$ cat src/verilog/nvm_access_pkg.sv
//Contract
//- Read strobe bit 0 starts byte read
//- Read data ready for next instruction
//- Read stalls core four cycles
//- Busy blocks reads and pointer writes
//- Atomic programming takes 26368 RC oscillator cycles; erase or write alone takes 14400
//- Strobe accepted within four cycles; arm self-clears
//- Hardware clears write strobe when done
//- Mode bits select erase, write, or both
//- Ready interrupt while write strobe clear
package nvm_access_pkg;
  localparam logic [9:0] IDX_CTRL   = 10'h01F;
  localparam logic [9:0] IDX_DBUF   = 10'h020;
  localparam logic [9:0] IDX_PTR_LO = 10'h021;
  localparam logic [9:0] IDX_PTR_HI = 10'h022;
  localparam int BIT_RD    = 0;
  localparam int BIT_WR    = 1;
  localparam int BIT_ARM   = 2;
  localparam int BIT_RIE   = 3;
  localparam int BIT_MODE0 = 4;
  localparam int BIT_MODE1 = 5;
  localparam logic [1:0] MODE_RESET = 2'h0;
  localparam logic [7:0] ERASED_BYTE = 8'hFF;
  localparam int CORE_HZ = 200000000;
  localparam int RC_HZ   = 8000000;
  localparam int RC_DIV  = CORE_HZ / RC_HZ;
  localparam int PROG_FULL_TICKS = 26368;
  localparam int PROG_HALF_US    = 1800;
  localparam int PROG_HALF_TICKS = PROG_HALF_US * (RC_HZ / 1000000);
  localparam logic [2:0] READ_STALL_CYC = 3'h4;
  localparam logic [2:0] ARM_WINDOW_CYC = 3'h4;
  typedef enum logic [1:0] {
    ACT_ATOMIC, ACT_ERASE, ACT_WRITE, ACT_RSVD
  } prog_action_t;
endpackage : nvm_access_pkg

$ cat src/verilog/nvm_mem_if.sv
`timescale 1ns/1ps
`default_nettype none
interface nvm_mem_if #(parameter int AW = 9, parameter int DW = 8);
  logic [AW-1:0] addr;
  logic [DW-1:0] wdata;
  logic          we;
  logic          re;
  logic [DW-1:0] rdata;
  modport ctrl (output addr, wdata, we, re, input rdata);
  modport mem  (input addr, wdata, we, re, output rdata);
endinterface : nvm_mem_if
`default_nettype wire

$ cat src/verilog/eeprom_access_control.sv
// Chosen here: the address map and the APB register port.
`timescale 1ns/1ps
`default_nettype none
module eeprom_access_control
  import nvm_access_pkg::*;
#(
  parameter int AW         = 9,
  parameter int FULL_TICKS = PROG_FULL_TICKS,
  parameter int HALF_TICKS = PROG_HALF_TICKS
) (
  input  wire logic        REF_CLK,
  input  wire logic        RESET_N,
  input  wire logic        PSEL,
  input  wire logic        PENABLE,
  input  wire logic        PWRITE,
  input  wire logic [11:0] PADDR,
  input  wire logic [31:0] PWDATA,
  input  wire logic [3:0]  PSTRB,
  output logic      [31:0] PRDATA,
  output logic             PREADY,
  output logic             PSLVERR,
  input  wire logic        GLOBAL_IRQ_EN,
  output logic             CORE_STALL,
  output logic             NVM_READY_IRQ
);
  nvm_mem_if #(.AW(AW), .DW(8)) mif ();

  nvm_byte_store #(.AW(AW), .DW(8)) u_store (
    .clk   (REF_CLK),
    .rst_n (RESET_N),
    .port  (mif)
  );

  logic [AW-1:0] ptr_ff;
  logic [7:0]    dbuf_ff;
  logic [1:0]    mode_ff;
  logic          rie_ff;
  logic          arm_ff;
  logic [2:0]    arm_cnt_ff;
  logic          busy_ff;
  logic          rd_pend_ff;
  logic          rd_load_ff;
  logic          prog_rd_ff;
  logic [2:0]    stall_cnt_ff;
  logic [14:0]   tick_cnt_ff;
  logic [4:0]    div_cnt_ff;
  logic          rc_tick_ff;
  logic [AW-1:0] prog_ptr_ff;
  logic [7:0]    prog_data_ff;
  prog_action_t  prog_act_ff;
  logic          commit_ff;
  logic          pready_ff;
  logic          pslverr_ff;
  logic [31:0]   prdata_ff;
  logic          stall_ff;
  logic          irq_ff;

  logic [9:0] idx;
  logic       hit;
  logic       ans_go;
  logic       wr_acc;
  logic       ctrl_wr;
  logic       rd_go;
  logic       prog_go;
  logic [7:0] ctrl_rd;
  logic [7:0] wbyte;
  logic [14:0] nxt_ticks;

  assign idx     = PADDR[11:2];
  assign hit     = (idx == IDX_CTRL) || (idx == IDX_DBUF) ||
                   (idx == IDX_PTR_LO) || (idx == IDX_PTR_HI);
  assign ans_go  = PSEL && !pready_ff && (stall_cnt_ff == 3'h0);
  assign wbyte   = PWDATA[7:0];
  assign wr_acc  = PSEL && PENABLE && pready_ff && PWRITE && PSTRB[0] && hit;
  assign ctrl_wr = wr_acc && (idx == IDX_CTRL);
  assign rd_go   = ctrl_wr && wbyte[BIT_RD] && !busy_ff;
  assign prog_go = ctrl_wr && wbyte[BIT_WR] && arm_ff && !busy_ff
                   && (prog_action_t'(mode_ff) != ACT_RSVD);
  assign nxt_ticks = (prog_action_t'(mode_ff) == ACT_ATOMIC)
                   ? 15'(FULL_TICKS) : 15'(HALF_TICKS);
  assign ctrl_rd = {2'h0, mode_ff, rie_ff, arm_ff, busy_ff, rd_pend_ff};

  // APB slave: one wait-free access unless a read stall is running
  always_ff @(posedge REF_CLK or negedge RESET_N) begin
    if (!RESET_N) begin
      pready_ff  <= 1'b0;
      pslverr_ff <= 1'b0;
      prdata_ff  <= 32'h0000_0000;
    end else begin
      pready_ff  <= ans_go;
      pslverr_ff <= ans_go && !hit;
      if (ans_go && !PWRITE) begin
        case (idx)
          IDX_CTRL:   prdata_ff <= {24'h000000, ctrl_rd};
          IDX_DBUF:   prdata_ff <= {24'h000000, dbuf_ff};
          IDX_PTR_LO: prdata_ff <= {24'h000000, 8'(ptr_ff)};
          IDX_PTR_HI: prdata_ff <= {31'h00000000, ptr_ff[AW-1]};
          default:    prdata_ff <= 32'h0000_0000;
        endcase
      end
    end
  end

  // Location pointer, locked while programming
  always_ff @(posedge REF_CLK or negedge RESET_N) begin
    if (!RESET_N) begin
      ptr_ff <= '0;
    end else if (wr_acc && !busy_ff) begin
      if (idx == IDX_PTR_LO) begin
        ptr_ff[7:0] <= wbyte;
      end else if (idx == IDX_PTR_HI) begin
        ptr_ff[AW-1] <= wbyte[0];
      end
    end
  end

  // Byte buffer: software writes, read results
  always_ff @(posedge REF_CLK or negedge RESET_N) begin
    if (!RESET_N) begin
      dbuf_ff <= 8'h00;
    end else if (rd_load_ff) begin
      dbuf_ff <= mif.rdata;
    end else if (wr_acc && idx == IDX_DBUF) begin
      dbuf_ff <= wbyte;
    end
  end

  // Mode and ready enable
  always_ff @(posedge REF_CLK or negedge RESET_N) begin
    if (!RESET_N) begin
      mode_ff <= MODE_RESET;
      rie_ff  <= 1'b0;
    end else if (ctrl_wr) begin
      rie_ff <= wbyte[BIT_RIE];
      if (!busy_ff) begin
        mode_ff <= {wbyte[BIT_MODE1], wbyte[BIT_MODE0]};
      end
    end
  end

  // Write arm window
  always_ff @(posedge REF_CLK or negedge RESET_N) begin
    if (!RESET_N) begin
      arm_ff     <= 1'b0;
      arm_cnt_ff <= 3'h0;
    end else if (prog_go) begin
      arm_ff     <= 1'b0;
      arm_cnt_ff <= 3'h0;
    end else if (ctrl_wr && wbyte[BIT_ARM] && !arm_ff) begin
      arm_ff     <= 1'b1;
      arm_cnt_ff <= ARM_WINDOW_CYC;
    end else if (arm_ff) begin
      if (arm_cnt_ff == 3'h1) begin
        arm_ff <= 1'b0;
      end
      arm_cnt_ff <= arm_cnt_ff - 3'h1;
    end
  end

  // Read sequencing and core stall
  always_ff @(posedge REF_CLK or negedge RESET_N) begin
    if (!RESET_N) begin
      rd_pend_ff   <= 1'b0;
      rd_load_ff   <= 1'b0;
      stall_cnt_ff <= 3'h0;
      stall_ff     <= 1'b0;
    end else begin
      rd_pend_ff <= rd_go;
      rd_load_ff <= rd_pend_ff;
      if (rd_go) begin
        stall_cnt_ff <= READ_STALL_CYC;
        stall_ff     <= 1'b1;
      end else if (stall_cnt_ff != 3'h0) begin
        stall_cnt_ff <= stall_cnt_ff - 3'h1;
        stall_ff     <= (stall_cnt_ff != 3'h1);
      end
    end
  end

  // RC oscillator rate enable
  always_ff @(posedge REF_CLK or negedge RESET_N) begin
    if (!RESET_N) begin
      div_cnt_ff <= 5'h00;
      rc_tick_ff <= 1'b0;
    end else begin
      rc_tick_ff <= (div_cnt_ff == 5'(RC_DIV - 1));
      if (div_cnt_ff == 5'(RC_DIV - 1)) begin
        div_cnt_ff <= 5'h00;
      end else begin
        div_cnt_ff <= div_cnt_ff + 5'h01;
      end
    end
  end

  // Programming timer and latched operands
  always_ff @(posedge REF_CLK or negedge RESET_N) begin
    if (!RESET_N) begin
      busy_ff      <= 1'b0;
      tick_cnt_ff  <= 15'h0000;
      prog_ptr_ff  <= '0;
      prog_data_ff <= 8'h00;
      prog_act_ff  <= ACT_ATOMIC;
      prog_rd_ff   <= 1'b0;
      commit_ff    <= 1'b0;
    end else begin
      prog_rd_ff <= prog_go;
      commit_ff  <= 1'b0;
      if (prog_go) begin
        busy_ff      <= 1'b1;
        tick_cnt_ff  <= nxt_ticks;
        prog_ptr_ff  <= ptr_ff;
        prog_data_ff <= dbuf_ff;
        prog_act_ff  <= prog_action_t'(mode_ff);
      end else if (busy_ff && rc_tick_ff) begin
        if (tick_cnt_ff == 15'h0001) begin
          busy_ff   <= 1'b0;
          commit_ff <= 1'b1;
        end
        tick_cnt_ff <= tick_cnt_ff - 15'h0001;
      end
    end
  end

  always_comb begin
    mif.addr  = busy_ff || commit_ff ? prog_ptr_ff : ptr_ff;
    mif.re    = rd_pend_ff || prog_rd_ff;
    mif.we    = commit_ff;
    case (prog_act_ff)
      ACT_ERASE: mif.wdata = ERASED_BYTE;
      ACT_WRITE: mif.wdata = mif.rdata & prog_data_ff;
      default:   mif.wdata = prog_data_ff;
    endcase
  end

  always_ff @(posedge REF_CLK or negedge RESET_N) begin
    if (!RESET_N) begin
      irq_ff <= 1'b0;
    end else begin
      irq_ff <= rie_ff && GLOBAL_IRQ_EN && !busy_ff;
    end
  end

  assign PRDATA        = prdata_ff;
  assign PREADY        = pready_ff;
  assign PSLVERR       = pslverr_ff;
  assign CORE_STALL    = stall_ff;
  assign NVM_READY_IRQ = irq_ff;
endmodule : eeprom_access_control
`default_nettype wire

$ cat src/verilog/nvm_byte_store.sv
`timescale 1ns/1ps
`default_nettype none
module nvm_byte_store #(
  parameter int AW = 9,
  parameter int DW = 8
) (
  input  wire logic clk,
  input  wire logic rst_n,
  nvm_mem_if.mem    port
);
  logic [DW-1:0] cells [0:(1<<AW)-1];
  logic [DW-1:0] rdata_ff;

  always_ff @(posedge clk) begin
    if (port.we) begin
      cells[port.addr] <= port.wdata;
    end
  end

  always_ff @(posedge clk or negedge rst_n) begin
    if (!rst_n) begin
      rdata_ff <= '0;
    end else if (port.re) begin
      rdata_ff <= cells[port.addr];
    end
  end

  assign port.rdata = rdata_ff;
endmodule : nvm_byte_store
`default_nettype wire

$ cat config.mk
export PLATFORM = sky130hd
export DESIGN_NAME = eeprom_access_control
export DESIGN_NICKNAME = d
export VERILOG_FILES = /design/src/verilog/nvm_access_pkg.sv /design/src/verilog/nvm_mem_if.sv /design/src/verilog/eeprom_access_control.sv /design/src/verilog/nvm_byte_store.sv
export SDC_FILE = /design/constraint.sdc
export NUM_CORES = 2
export LEC_CHECK = 0
export BUFFER_PORTS_ARGS = -buffer_cell sky130_fd_sc_hd__clkbuf_2
export CAP_MARGIN = 20
export CORE_MARGIN = 2
export CORE_UTILIZATION = 60
export CTS_CLUSTER_SIZE = 30
export DETAILED_ROUTE_END_ITERATION = 10
export PLACE_DENSITY = 0.76
export SLEW_MARGIN = 30
export SYNTH_ARGS = -nofsm -noshare
export SYNTH_HDL_FRONTEND = slang
export SYNTH_SLANG_ARGS = --single-unit
$ cat constraint.sdc
create_clock -name REF_CLK -period 58.4 [get_ports REF_CLK]
set_input_delay 8.76 -clock REF_CLK [delete_from_list [all_inputs] [get_ports REF_CLK]]
set_output_delay 8.76 -clock REF_CLK [all_outputs]
set_load 0.02 [all_outputs]
==> qor.csv <==
metric,value,unit
status,"complete, no violations",
post-synth cell types,69,
Num CTS Buffers,404,
Tcrit/Tclk final,19.2,%
Syn Inst Count,9200,
std cell rows,187,
Hold WC Path Type,reg2reg,
Synth Register Bits,4188,
synth top area cells,"edfxtp_1 79%, a22oi_1 7.3%, a21oi_1 2.5%",
unrepaired setup endpoints after global routing,no,
die height,515,um
kind of end point of the critical path,register,
buffers added on ports,36,
clk_skew,78.6,ps
clk_lat worst skew,1030,ps
leak pwr,60.9,nW
Worst Setup Path Type,in2reg,
PD cells,33.8,mW/mm2
Post-synth EDFFs,4096,
max-slew violation count,0,
setup_tns,0,ps
placed instance count,12100,
setup violators final,0,
share of cells above drive strength 1,8.99,%
Routed Antenna Nets,0,
fmax,89.3,MHz
Critical Path Start Type,input pin,
via count,91900,
final hold viol count,0,
Congestion Overflow GR,0,
Mapped Area,0.156,mm2
Detailed Route Iter0 Violations,16300,
first-pass GRT wire length,587000,um
Core Footprint,0.259,mm2
vias in the first global route,87900,
final cell count without fillers,12800,
Synth top area share,78.7,%
Die ar.,0.265,mm2
post-CTS setup buffers,0,
Final nets,9175,
pre-CTS WS,45860,ps
final WL,406000,um
# IOs,90,
Resized cells post-CTS,0,
worst path required time,59350,ps
largest net degree at the start of global routing,220,
Worst VDD drop,0.0278,mV
Pre-antenna DRT Iters,9,
GPL Wtd Cong,0.847,
hold buffer count at cts,0,
CTS tree,done,
Area growth syn-to-layout,10.4,%
Via density,7.17,
minimum clock period,11190,ps
Max H-tree Level,5,
CP max FO,24,
Commonest cells post-synth,"4,096 x edfxtp_1, 1,523 x a22oi_1, 785 x a21oi_1",
initial antenna violation count,12,
Clock Tree Root,clkbuf_16,
Final HPWL DP,218000,um
async set-reset flop share out of synthesis,2.20,%
clock sinks,4188,
register area share after synthesis,80.1,%
# DRC,0,
wire per inst,31.7,um
Max Cap Violations,0,
"Arr. time, crit path",12140,ps
Max Root-Sink Buffers,4,
worst-margin pin slew,1130,ps
count of synthesis-stage warnings from yosys,0,
Avg Inst Size Synth,17.0,um2
Slew headroom,23.8,%
Total GRT Usage,30.1,%
ys flop type,edfxtp_1,
Initial Utilization,60.3,%
"Clk pin slew, worst setup/hold paths",60,ps
final setup margin,47210,ps
Die Wd,515,um
top-count cell post-synth,edfxtp_1,
"area leader, netlist",edfxtp_1,
## cell usage in the layout (no fill, tap or decap), types with 7 or more instances in the layout
master / count
a22o_1: 269
buf_4: 116
clkinv_1: 89
buf_6: 14
a21oi_1: 784
nand3_1: 16
o41ai_1: 37
a221oi_1: 268
clkinv_4: 7
nor3_1: 10
mux2_2: 20
nor2_1: 555
bufinv_16: 44
clkinvlp_4: 20
clkbuf_1: 69
dfrtp_1: 92
nand4_1: 28
inv_1: 32
conb_1: 24
edfxtp_1: 4096
nand3_4: 12
ha_1: 11
o21ai_4: 14
o21ai_0: 129
nor4_1: 154
nand2b_1: 8
buf_16: 9
a31oi_1: 9
buf_12: 34
clkbuf_2: 35
a22oi_1: 1523
nand2_1: 87
o22ai_1: 205
clkinv_2: 66
inv_6: 8
clkbuf_16: 406
mux2i_1: 9
xnor2_1: 8
## final timing paths
| check | slack (ps) | depth (start not counted) | startpoint | endpoint |
|---|---|---|---|---|
| min in group asynchronous | 7610 | 1 | RESET_N | PRDATA[4]$_DFFE_PN0P_ |
| worst max-delay path | 47210 | 9 | PADDR[9] | tick_cnt_ff[14]$_DFFE_PN0P_ |
| worst min-delay path | 490 | 1 | div_cnt_ff[0]$_DFF_PN0_ | div_cnt_ff[0]$_DFF_PN0_ |
| worst max register to register | 51990 | 13 | commit_ff$_DFF_PN0_ | u_store.port.rdata[1]$_DFFE_PN0P_ |
| max in group asynchronous | 49770 | 2 | RESET_N | prog_ptr_ff[2]$_DFFE_PN0P_ |
| worst min register to register | 490 | 1 | div_cnt_ff[0]$_DFF_PN0_ | div_cnt_ff[0]$_DFF_PN0_ |
## critical path, cell delays in order
cell and delay [ps]:
clkbuf_2 80, or4_1 570, nor4_2 830, nand3_2 720, nor3_1 560, nor2_1 210, o21ai_0 230, nand2_1 80
o21ai_0 80
## sequential cells by signal, summed over array words and instances, names as in the netlist, 2 cells and up
register,cells
prog_data_ff,8
prog_ptr_ff,9
div_cnt_ff,5
u_store.port.rdata,8
dbuf_ff,8
prog_act_ff,2
tick_cnt_ff,15
stall_cnt_ff,3
PRDATA,8
ptr_ff,9
arm_cnt_ff,3
mode_ff,2
u_store.cells,4096
## cell families after synthesis
logic type	synth area share, %
AOI/OAI and AO/OA	14.6
xor gates and xnor gates	0.0728
buffers and inverters	2.28
and+or+nand+nor	2.62
muxes	0.202
adders and majority gates	0.0880
DFF	80.1
other	0.00240
## per-stage QoR
stage	area (um2)	hold slack [ps]	utilization, %	total power [mW]
after global routing	173000	502	66.6	5.95
after detailed placement	160000	474	61.5	3.34
final	173000	490	66.6	5.83
after CTS	172000	488	66.4	5.83
after global placement	160000	467	61.5	3.34
after floorplan	156000	366	-	3.33
## metal layers
metal  routed length [um]  global-route usage (%)  up-vias
met2               190000                    46.0     7041
met3                51900                    6.66     1046
met5                  140                   0.146        -
met4                20000                    14.0       10
li1                     -                       -    37800
met1               144000                    41.8    46000
## power breakdown
group          total, mW  internal (mW)  switching (mW)  leakage [nW]
clock network       2.55           1.47            1.08          6.23
logic             0.0219        0.00736          0.0145          4.95
registers           3.25           3.25         0.00265          49.7
## layout make-up
class	instances	area, um2
Sequential cell	4188	125000
Fill cell	16000	86800
Multi-Input combinational cell	4274	28000
Clock buffer	478	10500
Tap cell	3402	4260
Clock inverter	239	2360
Timing Repair Buffer	209	2150
Inverter	33	124
Antenna cell	6	15.0
Power figures use the tool's default switching activity.
